<file path="src/rtl/pcabc_pkg.sv">
// Constants and types shared by the counter array time base.
// Assumes an 8-bit special function register bus with page select.
package pcabc_pkg;

  // ----------------------------------------------------------------
  // Register addresses
  // ----------------------------------------------------------------
  localparam logic [7:0] ADDR_COUNT_LOW_RELOAD = 8'hCE;
  localparam logic [7:0] ADDR_COUNT_HIGH_RELOAD = 8'hCF;
  localparam logic [7:0] ADDR_ARRAY_RUN_AND_FLAGS = 8'hD8;
  localparam logic [7:0] ADDR_ARRAY_COUNTER_SETUP = 8'hD9;
  localparam logic [7:0] ADDR_COUNT_LOW_BYTE = 8'hE9;
  localparam logic [7:0] ADDR_MODULE_PWM_AUX6 = 8'hF2;
  localparam logic [7:0] ADDR_MODULE_PWM_AUX7 = 8'hF3;
  localparam logic [7:0] ADDR_COUNT_HIGH_BYTE = 8'hF9;
  localparam logic [3:0] PAGE_CONTROL = 4'h0;
  localparam logic [3:0] PAGE_MODULES_67 = 4'h1;

  // ----------------------------------------------------------------
  // Field positions
  // ----------------------------------------------------------------
  localparam int RUN_FLAGS_OVERFLOW_BIT = 7;
  localparam int RUN_FLAGS_RUN_BIT = 6;
  localparam int SETUP_IDLE_GATE_BIT = 7;
  localparam int SETUP_BUF_PAIR45_BIT = 6;
  localparam int SETUP_BUF_PAIR23_BIT = 5;
  localparam int SETUP_BUF_PAIR01_BIT = 4;
  localparam int SETUP_SOURCE_MSB = 3;
  localparam int SETUP_SOURCE_LSB = 1;
  localparam int SETUP_OVF_IRQ_EN_BIT = 0;
  localparam int AUX_EVENT_FLAG_BIT = 3;
  localparam logic [7:0] AUX_WRITE_MASK = 8'hCF;

  // ----------------------------------------------------------------
  // Reset values and counts
  // ----------------------------------------------------------------
  localparam logic [7:0] RESET_BYTE = 8'h00;
  localparam logic [15:0] COUNT_ALL_ONES = 16'hFFFF;
  localparam logic [3:0] DIV12_LAST = 4'hB;
  localparam logic [3:0] DIV12_RESET = 4'h0;

  // ----------------------------------------------------------------
  // Count source codes, in code order 0 to 7
  // ----------------------------------------------------------------
  typedef enum logic [2:0] {
    SRC_SYS_DIV12,
    SRC_SYS_DIV2,
    SRC_TIMER0_OVF,
    SRC_EXT_PIN,
    SRC_MIXED_CLOCK,
    SRC_SYS_DIV1,
    SRC_SERIAL_BAUD,
    SRC_MASTER_DIV
  } pcabc_source_type;

  typedef struct packed {
    logic [7:0] cnt_lo;
    logic [7:0] cnt_hi;
    logic [7:0] rld_lo;
    logic [7:0] rld_hi;
    logic overflow_flag;
    logic count_run;
    logic [5:0] module_event_flag;
    logic [7:0] setup;
    logic [7:0] aux6;
    logic [7:0] aux7;
    logic [3:0] div12;
    logic div2;
    logic toggle_out;
    logic ovf_pulse;
    logic [7:0] rdata;
  } pcabc_state_type;

  typedef struct packed {
    logic meta;
    logic sync;
    logic last;
    logic fall;
  } pcabc_sync_type;

endpackage

</file>
<file path="src/rtl/pcabc_pin_sync.sv">
// Two-stage synchroniser with falling edge detect for the count pin.
// Assumes the pin is asynchronous to sys_clk_i.
`timescale 1ns/1ps
module pcabc_pin_sync (
  input wire logic sys_clk_i,
  input wire logic sys_rst_i,
  input wire logic pin_i,
  output logic fall_o
);

  pcabc_pkg::pcabc_sync_type st_r;
  pcabc_pkg::pcabc_sync_type st_nxt;

  // ----------------------------------------------------------------
  // Next state
  // ----------------------------------------------------------------
  // Edge detect looks only at the second stage and its delayed copy
  always_comb begin
    st_nxt = st_r;
    st_nxt.meta = pin_i;
    st_nxt.sync = st_r.meta;
    st_nxt.last = st_r.sync;
    st_nxt.fall = st_r.last & ~st_r.sync;
  end

  always_ff @(posedge sys_clk_i or posedge sys_rst_i) begin
    if (sys_rst_i) begin
      st_r <= '0;
    end else begin
      st_r <= st_nxt;
    end
  end

  assign fall_o = st_r.fall;

endmodule

</file>
<file path="src/rtl/pcabc_base_counter.sv">
// Shared 16-bit auto-reload time base of the counter array, with its
// run, setup, flag and reload registers on the special function bus.
// Assumes the compare/capture modules sit outside and report matches,
// captures, their mode and their enables as same-clock signals.
//
// Function
// - Sixteen-bit counter from two bytes, reloaded from reload bytes on overflow.
// - Three-bit source field picks one of eight count sources, codes 0 to 7.
// - External source advances the count on each falling pin transition.
// - One sixteen-bit count is the common time base for all modules.
// - Modules 0 to 5 support capture, timer, fast output, PWM, compare-on-PWM.
// - Modules 6 and 7 have all those modes except capture.
// - A module pin stays ordinary I/O while its function does not use it.
// - Counting happens only while run bit 6 of the control register is set.
// - Overflow flag bit 7 set on rollover, cleared only by software, writable.
// - Array interrupt requested while overflow flag and its enable bit 0 set.
// - Module 0 to 5 flags in control bits 0 to 5 set by match or capture.
// - Module 6 and 7 flags in auxiliary bit 3, set on match only.
// - Toggle output flips each overflow, driven onto pin only when enabled.
// - Idle gate bit 7 set stops counting in idle; clear keeps it running.
// - Three pair buffer enables, effective only when both modules qualify.
// - Module flag reaches the interrupt only while its own enable is set.
// - A match sets a module flag only while its match-control bit is 1.
`timescale 1ns/1ps
module pcabc_base_counter (
  input wire logic sys_clk_i,
  input wire logic sys_rst_i,
  // Special function register access
  input wire logic [3:0] sfr_page_i,
  input wire logic [7:0] sfr_addr_i,
  input wire logic sfr_wr_i,
  input wire logic sfr_rd_i,
  input wire logic [7:0] sfr_wdata_i,
  output logic [7:0] sfr_rdata_o,
  // Count sources on the system clock, except the asynchronous count pin
  input wire logic timer0_overflow_i,
  input wire logic external_count_input_i,
  input wire logic mixed_clock_output_i,
  input wire logic serial_baud_timer_i,
  input wire logic master_clock_divided_i,
  input wire logic idle_mode_i,
  // Compare/capture module side
  input wire logic [7:0] module_match_i,
  input wire logic [5:0] module_capture_i,
  input wire logic [7:0] match_flag_enable_i,
  input wire logic [7:0] module_event_irq_enable_i,
  input wire logic [5:0] module_buffer_capable_i,
  output logic [15:0] count_value_o,
  output logic count_overflow_o,
  output logic [2:0] buffer_enable_pair_o,
  // Toggle output pin
  input wire logic toggle_output_pin_enable_i,
  output logic overflow_toggle_output_o,
  output logic overflow_toggle_output_oe_o,
  output logic array_irq_o
);

  // ----------------------------------------------------------------
  // Helpers
  // ----------------------------------------------------------------
  // Hardware set wins over a software write in the same cycle
  function automatic logic next_flag(input logic old_val, input logic wr,
                                     input logic wval, input logic evt);
    logic res;
    res = wr ? wval : old_val;
    next_flag = res | evt;
  endfunction

  function automatic logic sel_hit(input logic [3:0] page, input logic [7:0] addr,
                                   input logic [3:0] want_page, input logic [7:0] want_addr);
    sel_hit = (page == want_page) && (addr == want_addr);
  endfunction

  // ----------------------------------------------------------------
  // State and decode
  // ----------------------------------------------------------------
  pcabc_pkg::pcabc_state_type st_r;
  pcabc_pkg::pcabc_state_type st_nxt;

  logic ext_fall;
  logic hit_rld_lo;
  logic hit_rld_hi;
  logic hit_cnt_lo;
  logic hit_cnt_hi;
  logic hit_flags;
  logic hit_setup;
  logic hit_aux6;
  logic hit_aux7;
  logic wr_rld_lo;
  logic wr_rld_hi;
  logic wr_flags;
  logic wr_setup;
  logic wr_cnt_lo;
  logic wr_cnt_hi;
  logic wr_aux6;
  logic wr_aux7;
  logic [15:0] count;
  logic [15:0] count_inc;
  logic count_tick;
  logic counting;
  logic overflow_step;
  logic [5:0] flag_events;
  logic [1:0] aux_events;
  logic [7:0] all_flags;
  logic [7:0] read_value;
  pcabc_pkg::pcabc_source_type source;

  // ----------------------------------------------------------------
  // External count pin
  // ----------------------------------------------------------------
  // Two flops and two edge registers: a pin fall counts three cycles late
  pcabc_pin_sync u_pin_sync (
    .sys_clk_i(sys_clk_i),
    .sys_rst_i(sys_rst_i),
    .pin_i(external_count_input_i),
    .fall_o(ext_fall)
  );

  // ----------------------------------------------------------------
  // Register decode
  // ----------------------------------------------------------------
  // Reload and count bytes answer on every page, the control pair on the
  // control page only, the module 6/7 slots on their own page only.
  // One decode serves both strobes so reads and writes cannot disagree.
  assign hit_rld_lo = (sfr_addr_i == pcabc_pkg::ADDR_COUNT_LOW_RELOAD);
  assign hit_rld_hi = (sfr_addr_i == pcabc_pkg::ADDR_COUNT_HIGH_RELOAD);
  assign hit_cnt_lo = (sfr_addr_i == pcabc_pkg::ADDR_COUNT_LOW_BYTE);
  assign hit_cnt_hi = (sfr_addr_i == pcabc_pkg::ADDR_COUNT_HIGH_BYTE);
  assign hit_flags = sel_hit(sfr_page_i, sfr_addr_i, pcabc_pkg::PAGE_CONTROL,
                             pcabc_pkg::ADDR_ARRAY_RUN_AND_FLAGS);
  assign hit_setup = sel_hit(sfr_page_i, sfr_addr_i, pcabc_pkg::PAGE_CONTROL,
                             pcabc_pkg::ADDR_ARRAY_COUNTER_SETUP);
  assign hit_aux6 = sel_hit(sfr_page_i, sfr_addr_i, pcabc_pkg::PAGE_MODULES_67,
                            pcabc_pkg::ADDR_MODULE_PWM_AUX6);
  assign hit_aux7 = sel_hit(sfr_page_i, sfr_addr_i, pcabc_pkg::PAGE_MODULES_67,
                            pcabc_pkg::ADDR_MODULE_PWM_AUX7);

  assign wr_rld_lo = sfr_wr_i && hit_rld_lo;
  assign wr_rld_hi = sfr_wr_i && hit_rld_hi;
  assign wr_cnt_lo = sfr_wr_i && hit_cnt_lo;
  assign wr_cnt_hi = sfr_wr_i && hit_cnt_hi;
  assign wr_flags = sfr_wr_i && hit_flags;
  assign wr_setup = sfr_wr_i && hit_setup;
  assign wr_aux6 = sfr_wr_i && hit_aux6;
  assign wr_aux7 = sfr_wr_i && hit_aux7;

  // ----------------------------------------------------------------
  // Count source selection
  // ----------------------------------------------------------------
  assign source = pcabc_pkg::pcabc_source_type'(
                  st_r.setup[pcabc_pkg::SETUP_SOURCE_MSB:pcabc_pkg::SETUP_SOURCE_LSB]);

  // Same-clock ticks need no synchroniser; only the pin is asynchronous.
  // Mixed and divided master clocks arrive as one-cycle ticks from
  // their own generators; faster sources must be divided there first.
  always_comb begin
    count_tick = 1'b0;
    case (source)
      pcabc_pkg::SRC_SYS_DIV12: count_tick = (st_r.div12 == pcabc_pkg::DIV12_LAST);
      pcabc_pkg::SRC_SYS_DIV2: count_tick = st_r.div2;
      pcabc_pkg::SRC_TIMER0_OVF: count_tick = timer0_overflow_i;
      pcabc_pkg::SRC_EXT_PIN: count_tick = ext_fall;
      pcabc_pkg::SRC_MIXED_CLOCK: count_tick = mixed_clock_output_i;
      pcabc_pkg::SRC_SYS_DIV1: count_tick = 1'b1;
      pcabc_pkg::SRC_SERIAL_BAUD: count_tick = serial_baud_timer_i;
      pcabc_pkg::SRC_MASTER_DIV: count_tick = master_clock_divided_i;
      default: count_tick = 1'b0;
    endcase
  end

  // ----------------------------------------------------------------
  // Counter step
  // ----------------------------------------------------------------
  // Reload instead of wrap lets software shorten the period
  // Ticks that arrive while stopped or gated are dropped, not queued
  assign count = {st_r.cnt_hi, st_r.cnt_lo};
  assign count_inc = count + 16'h0001;
  assign counting = st_r.count_run && count_tick &&
                    !(idle_mode_i && st_r.setup[pcabc_pkg::SETUP_IDLE_GATE_BIT]);
  assign overflow_step = counting && (count == pcabc_pkg::COUNT_ALL_ONES);

  // ----------------------------------------------------------------
  // Module events
  // ----------------------------------------------------------------
  // Captures exist only for modules 0 to 5; 6 and 7 have no capture input
  assign flag_events = (module_match_i[5:0] & match_flag_enable_i[5:0]) |
                       module_capture_i;
  assign aux_events = module_match_i[7:6] & match_flag_enable_i[7:6];

  // ----------------------------------------------------------------
  // Next state
  // ----------------------------------------------------------------
  always_comb begin
    st_nxt = st_r;
    st_nxt.ovf_pulse = overflow_step;

    // Free-running prescalers so a source switch picks up cleanly
    if (st_r.div12 == pcabc_pkg::DIV12_LAST) begin
      st_nxt.div12 = pcabc_pkg::DIV12_RESET;
    end else begin
      st_nxt.div12 = st_r.div12 + 4'h1;
    end
    st_nxt.div2 = ~st_r.div2;

    // Reload bytes
    if (wr_rld_lo) begin
      st_nxt.rld_lo = sfr_wdata_i;
    end
    if (wr_rld_hi) begin
      st_nxt.rld_hi = sfr_wdata_i;
    end

    // Count advance; a software byte write overrides the step on that byte
    if (overflow_step) begin
      st_nxt.cnt_hi = st_r.rld_hi;
      st_nxt.cnt_lo = st_r.rld_lo;
      st_nxt.toggle_out = ~st_r.toggle_out;
    end else if (counting) begin
      st_nxt.cnt_hi = count_inc[15:8];
      st_nxt.cnt_lo = count_inc[7:0];
    end
    if (wr_cnt_lo) begin
      st_nxt.cnt_lo = sfr_wdata_i;
    end
    if (wr_cnt_hi) begin
      st_nxt.cnt_hi = sfr_wdata_i;
    end

    // Control register: flags set by hardware win over a clearing write
    st_nxt.overflow_flag = next_flag(st_r.overflow_flag, wr_flags,
                                     sfr_wdata_i[pcabc_pkg::RUN_FLAGS_OVERFLOW_BIT], overflow_step);
    // A tick in the writing cycle still sees the old run bit
    if (wr_flags) begin
      st_nxt.count_run = sfr_wdata_i[pcabc_pkg::RUN_FLAGS_RUN_BIT];
    end
    for (int i = 0; i < 6; i++) begin
      st_nxt.module_event_flag[i] = next_flag(st_r.module_event_flag[i], wr_flags,
                                              sfr_wdata_i[i], flag_events[i]);
    end

    // Setup register
    if (wr_setup) begin
      st_nxt.setup = sfr_wdata_i;
    end

    // Module 6 and 7 auxiliary registers; reserved bits stay zero
    if (wr_aux6) begin
      st_nxt.aux6 = sfr_wdata_i & pcabc_pkg::AUX_WRITE_MASK;
    end
    if (wr_aux7) begin
      st_nxt.aux7 = sfr_wdata_i & pcabc_pkg::AUX_WRITE_MASK;
    end
    st_nxt.aux6[pcabc_pkg::AUX_EVENT_FLAG_BIT] = next_flag(st_r.aux6[pcabc_pkg::AUX_EVENT_FLAG_BIT],
                                                           wr_aux6,
                                                           sfr_wdata_i[pcabc_pkg::AUX_EVENT_FLAG_BIT],
                                                           aux_events[0]);
    st_nxt.aux7[pcabc_pkg::AUX_EVENT_FLAG_BIT] = next_flag(st_r.aux7[pcabc_pkg::AUX_EVENT_FLAG_BIT],
                                                           wr_aux7,
                                                           sfr_wdata_i[pcabc_pkg::AUX_EVENT_FLAG_BIT],
                                                           aux_events[1]);

    // Read data is captured on the strobe and stands until the next read
    if (sfr_rd_i) begin
      st_nxt.rdata = read_value;
    end
  end

  // ----------------------------------------------------------------
  // Read mux
  // ----------------------------------------------------------------
  // Module 6/7 slots answer only on their page so they do not collide
  // with the auxiliary registers of modules 0 and 1.
  always_comb begin
    read_value = pcabc_pkg::RESET_BYTE;
    // Unmapped addresses read zero rather than a stale value
    if (hit_rld_lo) begin
      read_value = st_r.rld_lo;
    end else if (hit_rld_hi) begin
      read_value = st_r.rld_hi;
    end else if (hit_cnt_lo) begin
      read_value = st_r.cnt_lo;
    end else if (hit_cnt_hi) begin
      read_value = st_r.cnt_hi;
    end else if (hit_flags) begin
      read_value = {st_r.overflow_flag, st_r.count_run, st_r.module_event_flag};
    end else if (hit_setup) begin
      read_value = st_r.setup;
    end else if (hit_aux6) begin
      read_value = st_r.aux6;
    end else if (hit_aux7) begin
      read_value = st_r.aux7;
    end
  end

  // ----------------------------------------------------------------
  // State register
  // ----------------------------------------------------------------
  always_ff @(posedge sys_clk_i or posedge sys_rst_i) begin
    if (sys_rst_i) begin
      st_r <= '0;
    end else begin
      st_r <= st_nxt;
    end
  end

  // ----------------------------------------------------------------
  // Outputs
  // ----------------------------------------------------------------
  assign sfr_rdata_o = st_r.rdata;
  assign count_value_o = count;
  assign count_overflow_o = st_r.ovf_pulse;

  // ----------------------------------------------------------------
  // Buffer mode enables
  // ----------------------------------------------------------------
  // A pair with one member in an unsuited mode never sees its enable
  assign buffer_enable_pair_o[0] = st_r.setup[pcabc_pkg::SETUP_BUF_PAIR01_BIT] &&
                                   module_buffer_capable_i[0] && module_buffer_capable_i[1];
  assign buffer_enable_pair_o[1] = st_r.setup[pcabc_pkg::SETUP_BUF_PAIR23_BIT] &&
                                   module_buffer_capable_i[2] && module_buffer_capable_i[3];
  assign buffer_enable_pair_o[2] = st_r.setup[pcabc_pkg::SETUP_BUF_PAIR45_BIT] &&
                                   module_buffer_capable_i[4] && module_buffer_capable_i[5];

  // ----------------------------------------------------------------
  // Toggle output pin
  // ----------------------------------------------------------------
  // Toggle runs with the pin disabled, so enabling it never glitches
  // Pin is released to ordinary I/O whenever the toggle output is off
  assign overflow_toggle_output_o = st_r.toggle_out;
  assign overflow_toggle_output_oe_o = toggle_output_pin_enable_i;

  // ----------------------------------------------------------------
  // Interrupt request
  // ----------------------------------------------------------------
  // Level request: stays up until software clears every enabled flag
  assign all_flags = {st_r.aux7[pcabc_pkg::AUX_EVENT_FLAG_BIT],
                      st_r.aux6[pcabc_pkg::AUX_EVENT_FLAG_BIT],
                      st_r.module_event_flag};
  assign array_irq_o = (st_r.overflow_flag && st_r.setup[pcabc_pkg::SETUP_OVF_IRQ_EN_BIT]) ||
                       |(all_flags & module_event_irq_enable_i);

endmodule

</file>
<file path="config.mk">
export PLATFORM = sky130hd
export DESIGN_NAME = pcabc_base_counter
export DESIGN_NICKNAME = d
export VERILOG_FILES = /design/src/rtl/pcabc_pkg.sv /design/src/rtl/pcabc_pin_sync.sv /design/src/rtl/pcabc_base_counter.sv
export SDC_FILE = /design/constraint.sdc
export NUM_CORES = 1
export LEC_CHECK = 0
export ABC_AREA = 1
export ABC_CLOCK_PERIOD_IN_PS = 2430
export BUFFER_PORTS_ARGS = -buffer_cell sky130_fd_sc_hd__clkbuf_2
export CAP_MARGIN = 20
export CORE_MARGIN = 4
export CORE_UTILIZATION = 45
export CTS_CLUSTER_DIAMETER = 80
export CTS_CLUSTER_SIZE = 8
export DETAILED_ROUTE_END_ITERATION = 12
export GPL_TIMING_DRIVEN = 1
export MAX_ROUTING_LAYER = met4
export PLACE_DENSITY = 0.68
export SYNTH_ARGS = -nofsm -noshare
export SYNTH_HDL_FRONTEND = slang
export SYNTH_HIERARCHICAL = 1
export SYNTH_SLANG_ARGS = --single-unit
</file>
<file path="constraint.sdc">
create_clock -name sys_clk_i -period 2.43 [get_ports sys_clk_i]
set_input_delay 0.243 -clock sys_clk_i [delete_from_list [all_inputs] [get_ports sys_clk_i]]
set_output_delay 0.243 -clock sys_clk_i [all_outputs]
set_load 0.05 [all_outputs]
</file>
# After elaboration in Yosys (flattened, before gate mapping)
# Cells that the tools add are included.
dict set report word_totals {
  wordCells 111
  out_inout_bits 31
  ff_bits 79
}
dict set report classes {
  n_eq_ne 18
  add_sub_neg 2
  n_mux 23
  n_reduce_logical 30
  bitwise 17
}
# operator n
set op_table {}
lappend op_table {{$mux W8} 10}
lappend op_table {{$eq A8 B8 Y1 const B} 8}
lappend op_table {{$mux W16} 2}
lappend op_table {{$logic_and A1 B1 Y1} 23}
lappend op_table {{$add A16 B1 Y16 const B} 1}
lappend op_table {{$eq A16 B16 Y1 const B} 1}
lappend op_table {{$eq A3 B3 Y1 const B} 4}
lappend op_table {{$mux W1} 9}
lappend op_table {{$or A1 B1 Y1} 9}
lappend op_table {{$and A8 B8 Y8} 1}
lappend op_table {{$pmux W1 S8} 1}
lappend op_table {{$reduce_or A8 Y1} 1}
lappend op_table {{$and A6 B6 Y6} 1}
lappend op_table {{$eq A3 B2 Y1 const B} 2}
lappend op_table {{$or A6 B6 Y6} 1}
lappend op_table {{$reduce_bool A3 Y1} 2}
lappend op_table {{$add A4 B1 Y4 const B} 1}
lappend op_table {{$eq A4 B1 Y1 const B} 1}
lappend op_table {{$eq A4 B4 Y1 const B} 1}
lappend op_table {{$logic_not A4 Y1} 1}
lappend op_table {{$mux W4} 1}
lappend op_table {{$eq A3 B1 Y1 const B} 1}
lappend op_table {{$logic_not A3 Y1} 1}
lappend op_table {{$not A1 Y1} 3}
lappend op_table {{4 further kinds} 4}

# Longest topological paths before layout
# Gate-level depths: netlist of the first run.
dict set report logic_depth {
  ltp_word 10
  ltp_mapped 11
  depth_no_buf 11
}

# By module
# The synthesis of the first run kept the hierarchy.
# mod seq_area_each_um2 cells_per_inst area_each_um2 instances
set modules_own_cells {}
lappend modules_own_cells {pcabc_base_counter 1876.8 622 4619.4 1}
lappend modules_own_cells {pcabc_pin_sync 100.1 7 113.9 1}

# Least setup slack after synthesis of the first run
# No wires, ideal clock.
dict set report synth_timing {
  kind {register to register}
  from {reg st_r[11] in the netlist's numbering}
  to {reg st_r (netlist bit count_value_o[11])}
  n_path_buf 0
  arrival_ns 1.544
  setup_time_ns 0.116
  required_time_ns 2.314
  path_stages_with_launch 12
  synth_period_minus_slack_ns 1.661
  path_slack_ns 0.769
  cell_sequence {dfrtp_1 -> ha_1 -> nand2_1 -> nor2_1 -> a21boi_0 -> o21bai_4 -> nand2_4 -> nor2_2 -> inv_2 -> nand3_1 -> nand2_1 -> nand2_1}
}
dict set report synth_between {
  elab_chain_cells 7
}
# element line
set synth_rtl {}
lappend synth_rtl {{start: declaration} pcabc_base_counter.sv:77} ;# pcabc_pkg::pcabc_state_type st_r;
lappend synth_rtl {{start signal: assignment} pcabc_base_counter.sv:302} ;# st_r <= st_nxt;
lappend synth_rtl {{$eq A4 B4 Y1 *} pcabc_base_counter.sv:159} ;# pcabc_pkg::SRC_SYS_DIV12: count_tick = (st_r.div12 == pcabc_pkg::DIV12_LAST);
lappend synth_rtl {{$pmux W1 S8 *} pcabc_base_counter.sv:158} ;# case (source)
lappend synth_rtl {{$logic_and A1 B1 Y1 * (2 in series)} pcabc_base_counter.sv:178} ;# assign counting = st_r.count_run && count_tick &&
lappend synth_rtl {{$logic_and A1 B1 Y1 *} pcabc_base_counter.sv:180} ;# assign overflow_step = counting && (count == pcabc_pkg::COUNT_ALL_ONES);
lappend synth_rtl {{named net overflow_step} pcabc_base_counter.sv:101} ;# logic overflow_step;
lappend synth_rtl {{$mux W16} pcabc_base_counter.sv:214} ;# if (overflow_step) begin
lappend synth_rtl {{$mux W8} pcabc_base_counter.sv:225} ;# if (wr_cnt_hi) begin
# Mark *: on every way through the listed nets, which the timed path passes. The rest lies on a longest branch.
# A chain may end at the register's enable or synchronous reset.

# Final worst setup path of the first run
dict set report layout_timing {
  from {reg st_r (netlist bit count_value_o[1])}
  to {reg st_r (netlist bit count_value_o[13])}
}
dict set report layout_between {
  elab_chain_cells 4
}
# element line
set layout_rtl {}
lappend layout_rtl {{$add A16 B1 Y16 or $eq A16 B16 Y1 (tied branches)} {pcabc_base_counter.sv:177, pcabc_base_counter.sv:180}}
lappend layout_rtl {{$mux W16 or $logic_and A1 B1 Y1 (tied branches)} {pcabc_base_counter.sv:218, pcabc_base_counter.sv:180}}
lappend layout_rtl {{$mux W16} pcabc_base_counter.sv:214}
lappend layout_rtl {{$mux W8} pcabc_base_counter.sv:225}
# Several ways; a longest one is shown, not always the timed one. The select of a mux whose other input is x is not followed.

==> results.py, run 1 <==
metrics = {
    "outcome": {
        "outcome": "complete, no violations",
    },
    "grt": {
        "grt_max_degree": 34,
        "use_met2_pct": 33.9,
        "use_met1_pct": 31.1,
        "track_usage_pct": 23.0,
        "top_usage_layer": "met2",
        "grt_pass1_vias": 4307,
        "overflow": 0,
        "antenna_found_initial": 0,
        "grt_pass1_wl_um": 22100,
        "grtUsageMet3_pct": 5.75,
    },
    "timing": {
        "hold-worst-slack_ns": 0.0796,
        "hold_viol_final": 0,
        "worst_pin_slew_ns": 0.756,
        "post-route-period-util_pct": 81.7,
        "clock_skew_ns": 0.00731,
        "maxSlewViolCount": 0,
        "fin_setup_tns_ns": 0,
        "slew_headroom_pct": 49.5,
        "max_freq_mhz": 504,
        "finalCriticalPeriod_ns": 1.98,
        "setup_ws_ns": 0.446,
        "setup_viol": 0,
        "rsz0062_at_grt": "false",
    },
    "pwr": {
        "seq_power_share_pct": 39.5,
        "pwr-share-clk_pct": 26.1,
        "power_per_cell_area_nw_per_um2": 798,
        "ir_drop_v": 0.000623,
        "internal-power_mw": 2.49,
        "swShare_pct": 42.5,
        "p_switching_mw": 1.84,
        "comb_power_share_pct": 34.3,
        "report.power.total_mw": 4.33,
        "leakage_nw": 2.94,
    },
    "flow_run": {
        "maxCapViolCount": 0,
    },
    "synth": {
        "postSynthAreaPerCell_um2": 7.53,
        "yosys_warnings": 6,
        "synth_flop_cell": "dfrtp_1",
        "syn_inst": 629,
        "synth_async_sr_flop_share_pct": 100,
        "synth_seq_cells": 79,
        "syn_area_um2": 4730,
        "synth_edf_count": 0,
        "yosysSeqAreaShare_pct": 41.8,
        "synth.distinct_cells": 40,
        "syn-num-nets": 698,
    },
    "floorplanning": {
        "dieArea_um2": 12200,
        "io_pins": 98,
        "num_rows": 37,
        "start_util_pct": 46.1,
        "core_um2": 10300,
        "die_width_um": 111,
        "die_h_um": 111,
    },
    "finish": {
        "area_delta_synth_final_pct": 14.8,
        "n_antenna_cell": 0,
        "stdcell_count": 848,
        "nFillCells": 975,
        "nets": 776,
        "drive_gt1_share_pct": 22.3,
        "postLayoutCoreUtil_pct": 52.8,
        "final_area_um2": 5430,
    },
    "clock_network": {
        "cts_num_sinks": 79,
        "cts.repair.resized": 0,
        "cts_max_path_buffers": 2,
        "cts_tree": "done",
        "numCtsBuffers": 9,
        "htreeDepth": 3,
        "clk_latency_ns": 0.37,
        "clk_pin_slew_ns": 0.09,
        "root_buffer": "clkbuf_8",
    },
    "drt": {
        "drt_iter0_drc": 460,
        "ant_nets": 0,
        "drc": 0,
        "viasPerCell": 5.33,
        "wirelength_um": 13700,
        "num_vias": 4522,
        "firstDrtPassIters": 9,
        "routedWlPerCell_um": 16.2,
    },
    "placement": {
        "placed_area_um2": 5180,
        "place_inst": 830,
        "dp_hpwl_um": 10500,
        "place.gp.congestion": 0.994,
        "portBuffers": 95,
        "dp_slack_ns": 0.504,
    },
    "hold_path": {
        "worstHoldEndpoint": "all_flags[0]",
        "hold_start": "module_capture_i[0]",
        "holdCritPathClass": "in2reg",
        "whs_path_depth": 3,
    },
    "setup_path": {
        "cp.required_ns": 2.69,
        "critPathMaxFanout": 12,
        "ff2ff_path_depth": 10,
        "end_kind": "flip-flop",
        "reg2reg_slack_ns": 0.45,
        "worstPathArrival_ns": 2.25,
        "worstReg2RegStart": "count_value_o[1]",
        "critical_path_class": "reg2reg",
        "reg2reg_to": "count_value_o[13]",
        "startpoint_type": "flip-flop",
    },
}
cells in the mapped netlist (all sizes together), types with 2 or more instances:
library cell / number / share of area, %
buf: 32 / 5.0
clkbuf: 3 / 0.24
xnor2: 2 / 0.37
o21bai: 3 / 0.87
nor2: 57 / 5.7
and3: 3 / 0.40
xor2: 11 / 2.0
o211ai: 11 / 1.7
nand3: 38 / 4.5
o22ai: 15 / 2.0
nand4: 20 / 3.0
inv: 88 / 7.0
o21ai: 45 / 4.8
ha: 2 / 0.53
nand2: 190 / 16
nor3: 12 / 1.7
dfrtp: 79 / 42
a21oi: 11 / 1.4
flip-flops by register name, indices dropped and copies added, names as in the netlist:
signal	count
source	3
overflow_toggle_output_o	1
st_r	38
count_value_o	16
u_pin_sync/st_nxt	2
u_pin_sync/fall_o	1
all_flags	8
u_pin_sync/st_r	1
sfr_rdata_o	8
count_overflow_o	1
logic make-up (layout without fill, tap and decap cells):
group	after synthesis	count (layout)	share of synthesized area (%)
simple gates	324	324	31.7
buf+inv	123	206	12.2
flops	79	79	41.8
fa+ha+maj	2	2	0.529
compound gates	88	88	11.4
xor+xnor	13	13	2.41
power groups by stage:
stage / Sequential, mW / Clock, mW / Combinational [mW]
global route: 1.73 / 1.20 / 1.63
finish: 1.71 / 1.13 / 1.49
floorplan: 1.63 / 0 / 1.32
CTS: 1.70 / 1.14 / 1.49
global placement: 1.72 / 0 / 1.46
detailed placement: 1.73 / 0 / 1.48
timing repair:
action,4_1_cts,5_1_grt
endpoints found under the hold margin,5,0
buffers inserted,0,0
hold buffers,2,0
layout make-up:
| type | count | area [µm²] | area share, % |
|---|---|---|---|
| Sequential cell | 79 | 1980 | 36.4 |
| Multi-Input combinational cell | 427 | 2180 | 40.1 |
| Timing Repair Buffer | 102 | 546 | 10.0 |
| Tap cell | 136 | 170 | 3.13 |
| Inverter | 88 | 330 | 6.08 |
| Clock buffer | 10 | 138 | 2.53 |
| Clock inverter | 6 | 91.3 | 1.68 |
routing by layer:
metal  vias up  share of wire (%)
met5         -                  0
met4         0                2.5
met3        33                9.0
met2       228                 45
met1      2098                 44
li1       2163                  -
cells in the final DEF, fill, tap and decap left out, types with 2 or more instances in the layout:
master,Yosys,routed
nand2_2,2,2
xor2_1,11,11
o22ai_1,15,15
nor3_1,9,9
nor3_2,2,2
xnor2_1,2,2
bufinv_16,0,2
nand3_1,35,35
o21ai_0,39,39
a21oi_1,10,10
nand3_2,2,2
nor2_4,5,5
clkbuf_8,0,10
inv_1,78,77
o21bai_2,2,2
and3_1,3,3
dfrtp_1,79,79
nand2_1,184,184
o211ai_1,11,11
inv_2,10,11
nand4_1,19,19
clkinvlp_4,0,3
ha_1,2,2
o21ai_1,6,6
clkbuf_2,0,95
nor2_2,7,7
nand2_4,4,4
dlygate4sd3_1,0,2
nor2_1,45,45
buf_4,25,4
critical path, cell delays in order, from the launching register on:
cell,delay [ns]
dfrtp_1,0.43
ha_1,0.23
nand3_2,0.12
nor2_4,0.17
nand4_4,0.14
nor2_2,0.13
nand3_2,0.23
nor2_1,0.24
nor2_1,0.08
nand2_1,0.06
nand2_1,0.05
how the worst max path moves through the flow:
stage	to	depth (start not counted)	slack (ns)	start
after floorplan	all_flags[0]	1	0.28	sys_rst_i
after global placement	count_value_o[13]	10	0.57	count_value_o[0]
after detailed placement	count_value_o[7]	11	0.50	count_value_o[1]
after CTS	count_value_o[13]	11	0.47	count_value_o[1]
after global routing	count_value_o[13]	11	0.29	count_value_o[1]
final	count_value_o[13]	10	0.45	count_value_o[1]
No activity file was read; power rests on OpenSTA's default activity.
==> run 2, diff against run 1 <==
--- a/config.mk
+++ b/config.mk
@@ -6,7 +6,7 @@
 export NUM_CORES = 1
 export LEC_CHECK = 0
 export ABC_AREA = 1
-export ABC_CLOCK_PERIOD_IN_PS = 2430
+export ABC_CLOCK_PERIOD_IN_PS = 1930
 export BUFFER_PORTS_ARGS = -buffer_cell sky130_fd_sc_hd__clkbuf_2
 export CAP_MARGIN = 20
 export CORE_MARGIN = 4
==> constraint.sdc (replaced) <==
create_clock -name sys_clk_i -period 1.93 [get_ports sys_clk_i]
set_input_delay 0.193 -clock sys_clk_i [delete_from_list [all_inputs] [get_ports sys_clk_i]]
set_output_delay 0.193 -clock sys_clk_i [all_outputs]
set_load 0.05 [all_outputs]
==> results.py, run 2 (synthesis results as in run 1) <==
metrics = {
    "outcome": {
        "outcome": "complete, no violations",
    },
    "setup_path": {
        "critPathMaxFanout": 3,
        "cp.required_ns": 1.74,
        "worstPathArrival_ns": 1.62,
        "end_kind": "primary output",
        "critical_path_class": "reg2out",
        "ff2ff_path_depth": 11,
        "startpoint_type": "flip-flop",
    },
    "clock_network": {
        "root_buffer": "clkbuf_8",
        "clk_pin_slew_ns": 0.08,
        "numCtsBuffers": 9,
        "cts_num_sinks": 79,
        "clk_latency_ns": 0.35,
        "cts_max_path_buffers": 2,
        "htreeDepth": 3,
        "cts_tree": "done",
    },
    "timing": {
        "finalCriticalPeriod_ns": 1.82,
        "fin_setup_tns_ns": 0,
        "setup_viol": 0,
        "maxSlewViolCount": 0,
        "hold-worst-slack_ns": 0.0507,
        "clock_skew_ns": 0.00812,
        "slew_headroom_pct": 66.1,
        "max_freq_mhz": 550,
        "worst_pin_slew_ns": 0.508,
        "post-route-period-util_pct": 94.2,
        "hold_viol_final": 0,
    },
    "hold_path": {
        "whs_path_depth": 3,
        "holdCritPathClass": "in2reg",
    },
    "pwr": {
        "power_per_cell_area_nw_per_um2": 984,
        "ir_drop_v": 0.000696,
        "leakage_nw": 3.03,
    },
    "floorplanning": {
        "core_um2": 10300,
        "dieArea_um2": 12200,
        "num_rows": 37,
        "io_pins": 98,
        "die_width_um": 111,
        "start_util_pct": 46.1,
        "die_h_um": 111,
    },
    "drt": {
        "ant_nets": 0,
        "drt_iter0_drc": 341,
        "wirelength_um": 14000,
        "firstDrtPassIters": 5,
        "viasPerCell": 5.21,
        "num_vias": 4536,
        "drc": 0,
        "routedWlPerCell_um": 16.1,
    },
    "grt": {
        "antenna_found_initial": 0,
        "overflow": 0,
        "grt_pass1_vias": 4365,
        "grt_max_degree": 52,
        "track_usage_pct": 23.8,
        "grt_pass1_wl_um": 22800,
    },
    "placement": {
        "placed_area_um2": 5330,
        "portBuffers": 95,
        "dp_hpwl_um": 10800,
        "place.gp.congestion": 0.929,
    },
    "finish": {
        "final_area_um2": 5580,
        "nFillCells": 1043,
        "layout_commonest_cell": "nand2_1",
        "area_delta_synth_final_pct": 17.9,
        "largest_reg_flops": 38,
        "drive_gt1_share_pct": 24.8,
        "most-common-layout-cells": "nand2_1 (184), clkbuf_2 (94), dfrtp_1 (79)",
        "regMostFlops": "st_r",
        "nets": 799,
        "n_antenna_cell": 0,
    },
    "flow_run": {
        "maxCapViolCount": 0,
    },
}
-- run 2: worst max-delay path, cell delays in order (launching register included) --
cell,delay [ns]
dfrtp_1,0.44
nand2_1,0.08
nand4_1,0.14
a221oi_1,0.25
nand4_1,0.15
buf_4,0.22
-- run 2: metal layers --
layer,routed length (µm),track usage (%),up-vias
li1,-,-,2216
met2,6500,36.8,214
met4,171,4.27,0
met3,1150,4.77,24
met5,0,-,-
met1,6210,33.1,2082
-- run 2: final cells by class --
type | instances | area [µm²] | area share (%)
repair buffers | 125 | 721 | 12.9
clock inverters | 6 | 61.3 | 1.10
inverters | 88 | 334 | 5.99
flip-flops and latches | 79 | 1980 | 35.4
clock buffers | 10 | 128 | 2.29
multi-input cells | 427 | 2190 | 39.2
well taps | 136 | 170 | 3.05
-- run 2: path summary, 6_finish.rpt --
check,slack (ns),endpoint,startpoint
min reg2reg,0.36,u_pin_sync/st_nxt[1],u_pin_sync/st_nxt[2]
max reg2reg,0.14,count_value_o[10],st_r[11]
min,0.05,all_flags[5],module_capture_i[5]
max in group asynchronous,1.03,st_r[22],sys_rst_i
min in group asynchronous,0.28,u_pin_sync/st_r[1],sys_rst_i
max,0.11,array_irq_o,all_flags[5]
-- run 2: where the power goes --
| group | switching (mW) | internal (mW) | total [mW] |
|---|---|---|---|
| clock | 0.628 | 0.594 | 1.22 |
| combinational | 1.50 | 0.715 | 2.22 |
| sequential | 0.225 | 1.83 | 2.05 |
-- run 2: metrics by stage --
step / power (mW) / instances / setup slack (ns) / utilization (%)
floorplan: 3.72 / 629 / 0.269 / -
global placement: 4.25 / 849 / 0.118 / 51.9
detailed placement: 4.26 / 849 / 0.0614 / 51.9
CTS: 5.49 / 867 / 0.0314 / 53.9
global route: 5.80 / 871 / -0.0105 / 54.3
finish: 5.49 / 871 / 0.112 / 54.3
-- run 2: timing repair --
item | CTS | global route
hold endpoints to repair | 16 | 0
hold buffers | 2 | 0
setup buffers | 0 | 4
gates resized for setup | 0 | 6
setup endpoints to repair | 0 | 17
==> run 3, diff against run 2 <==
--- a/config.mk
+++ b/config.mk
@@ -19,5 +19,4 @@
 export PLACE_DENSITY = 0.68
 export SYNTH_ARGS = -nofsm -noshare
 export SYNTH_HDL_FRONTEND = slang
-export SYNTH_HIERARCHICAL = 1
 export SYNTH_SLANG_ARGS = --single-unit
==> results.py, run 3 <==
metrics = {
    "outcome": {
        "outcome": "complete, no violations",
    },
    "placement": {
        "place.gp.congestion": 0.934,
        "dp_hpwl_um": 10500,
        "placed_area_um2": 5310,
        "dp_slack_ns": 0.0426,
        "place_inst": 873,
        "portBuffers": 95,
    },
    "timing": {
        "setup_viol": 0,
        "worst_pin_slew_ns": 0.637,
        "max_freq_mhz": 547,
        "fin_setup_tns_ns": 0,
        "setup_ws_ns": 0.101,
        "hold-worst-slack_ns": 0.0420,
        "post-route-period-util_pct": 94.8,
        "clock_skew_ns": 0.0104,
        "hold_viol_final": 0,
        "finalCriticalPeriod_ns": 1.83,
        "slew_headroom_pct": 57.5,
        "maxSlewViolCount": 0,
        "rsz0062_at_grt": "false",
    },
    "setup_path": {
        "critPathMaxFanout": 9,
        "crit_family": "simple AND/OR/NAND/NOR gates",
        "cp-startpoint": "count_value_o[0]",
        "worstPathArrival_ns": 2.08,
        "worstReg2RegStart": "count_value_o[0]",
        "end_kind": "flip-flop",
        "slowest_delay_ns": 0.39,
        "critPathBufInv": 1,
        "startpoint_type": "flip-flop",
        "critical_path_class": "reg2reg",
        "cp.required_ns": 2.18,
        "cp_slowest_cell": "dfrtp_1",
        "path_cells": "ha_2 > nand3_2 > nor2_4 > nand3_2 > nor2_4 > nand3_4 > buf_4 > xnor2_1",
    },
    "drt": {
        "viasPerCell": 5.13,
        "routedWlPerCell_um": 15.5,
        "drt_iter0_drc": 376,
        "ant_nets": 0,
        "num_vias": 4598,
        "firstDrtPassIters": 5,
        "drc": 0,
        "wirelength_um": 13900,
    },
    "pwr": {
        "ir_drop_v": 0.000560,
        "leakage_nw": 2.96,
        "power_per_cell_area_nw_per_um2": 786,
        "report.power.total_mw": 4.45,
    },
    "synth": {
        "synth_top_area_share_pct": 41.9,
        "synth_seq_cells": 79,
        "syn_inst": 652,
        "synth_area_leaders": "dfrtp_1 (42%), nand2_1 (16%), inv_1 (7.2%)",
        "synthMuxAreaShare_pct": 0,
        "synth_top_family_by_area": "simple AND/OR/NAND/NOR gates",
        "synth-xor-area-share_pct": 2.42,
        "syn-num-nets": 721,
        "yosysMostFrequentCell": "nand2_1",
        "synth_commonest_cells": "nand2_1 (199), inv_1 (91), dfrtp_1 (79), o21ai_0 (57), nand3_1 (48)",
        "synthSimpleGateAreaFrac_pct": 31.2,
        "yosys.area.top_type": "dfrtp_1",
        "synth_async_sr_flop_share_pct": 100,
        "synth_flop_cell": "dfrtp_1",
        "syn_area_um2": 4710,
        "synth.distinct_cells": 35,
        "yosys_warnings": 0,
        "synth_compound_area_share_pct": 11.0,
        "postSynthAreaPerCell_um2": 7.23,
        "yosysSeqAreaShare_pct": 41.9,
        "synth_edf_count": 0,
        "synth-adder-area-share_pct": 0.531,
    },
    "floorplanning": {
        "num_rows": 37,
        "die_h_um": 110,
        "dieArea_um2": 12200,
        "start_util_pct": 45.9,
        "io_pins": 98,
        "core_um2": 10300,
        "die_width_um": 110,
    },
    "grt": {
        "grt_pass1_vias": 4224,
        "antenna_found_initial": 0,
        "grt_max_degree": 49,
        "grt_pass1_wl_um": 21400,
        "overflow": 0,
        "track_usage_pct": 23.8,
    },
    "clock_network": {
        "numCtsBuffers": 9,
        "clk_pin_slew_ns": 0.09,
        "htreeDepth": 3,
        "clk_latency_ns": 0.36,
        "cts_tree": "done",
        "cts_num_sinks": 79,
        "cts_max_path_buffers": 2,
        "root_buffer": "clkbuf_8",
    },
    "flow_run": {
        "maxCapViolCount": 0,
    },
    "finish": {
        "largest_reg_flops": 38,
        "most-common-layout-cells": "nand2_1 (196), clkbuf_2 (95), inv_1 (89)",
        "multiInputGateArea_um2": 2190,
        "drive_gt1_share_pct": 22.4,
        "stdcell_count": 896,
        "layout_commonest_cell": "nand2_1",
        "regMostFlops": "st_r",
        "final_area_um2": 5660,
        "regArea_um2": 1980,
        "postLayoutCoreUtil_pct": 55.1,
        "nets": 825,
        "area_delta_synth_final_pct": 20.0,
        "nFillCells": 1021,
        "n_antenna_cell": 0,
    },
    "hold_path": {
        "hold_start": "module_capture_i[0]",
        "holdCritPathClass": "in2reg",
    },
}
## run 3: cell types whose count changed in the layout (fill, tap and decap cells not counted), sizes merged, moves of 8 or more
cell	previous run	this run
inv	87	95
o22ai	15	6
nand3	38	51
nand2	190	203
nor2	57	47
o21ai	45	62
nor3	12	4
## run 3: final cells by class
class,instances,share of cell area [%]
clock buffers,11,2.68
multi-input cells,442,38.7
well taps,136,3.01
clock inverters,4,1.37
repair buffers,128,12.9
flip-flops and latches,79,34.9
inverters,96,6.48
## run 3: cells by family after synthesis
family / Yosys count
compound gates: 96
flops: 79
buf+inv: 132
simple gates: 330
fa+ha+maj: 2
xor+xnor: 13
## run 3: report_power, final
part	switching (mW)	internal (mW)	total (mW)
combinational	0.782	0.369	1.15
sequential	0.109	1.76	1.87
clock	0.632	0.800	1.43
## run 3: worst register-to-register path, cell delays in order, from the launching register on
cell	delay, ns
dfrtp_1	0.39
ha_2	0.21
nand3_2	0.12
nor2_4	0.15
nand3_2	0.13
nor2_4	0.22
nand3_4	0.20
buf_4	0.19
xnor2_1	0.11
## run 3: worst paths after layout
check                                            to  slack (ns)  cells past startpoint
hold / removal                         all_flags[0]        0.04                      3
min in group asynchronous                  st_r[10]        0.48                      4
hold reg to reg                u_pin_sync.st_nxt[1]        0.36                      0
max in group asynchronous          count_value_o[3]        0.92                      4
setup / recovery           overflow_toggle_output_o        0.10                      8
setup reg to reg           overflow_toggle_output_o        0.10                      8
## run 3: metal layers
| layer | wire length [µm] | share of wire, % | track usage, % | vias up |
|---|---|---|---|---|
| met3 | 969 | 7.0 | 4.08 | 26 |
| met2 | 6430 | 46 | 36.5 | 170 |
| met5 | 0 | 0 | - | - |
| li1 | - | - | - | 2276 |
| met1 | 6190 | 44 | 32.6 | 2126 |
| met4 | 327 | 2.4 | 7.21 | 0 |
## run 3: timing repair
item                                    CTS  global route
hold buffers                              2             0
endpoints found under the setup margin    0            16
setup buffers                             0             5
hold endpoints to repair                 32             0
resized for setup                         0            14
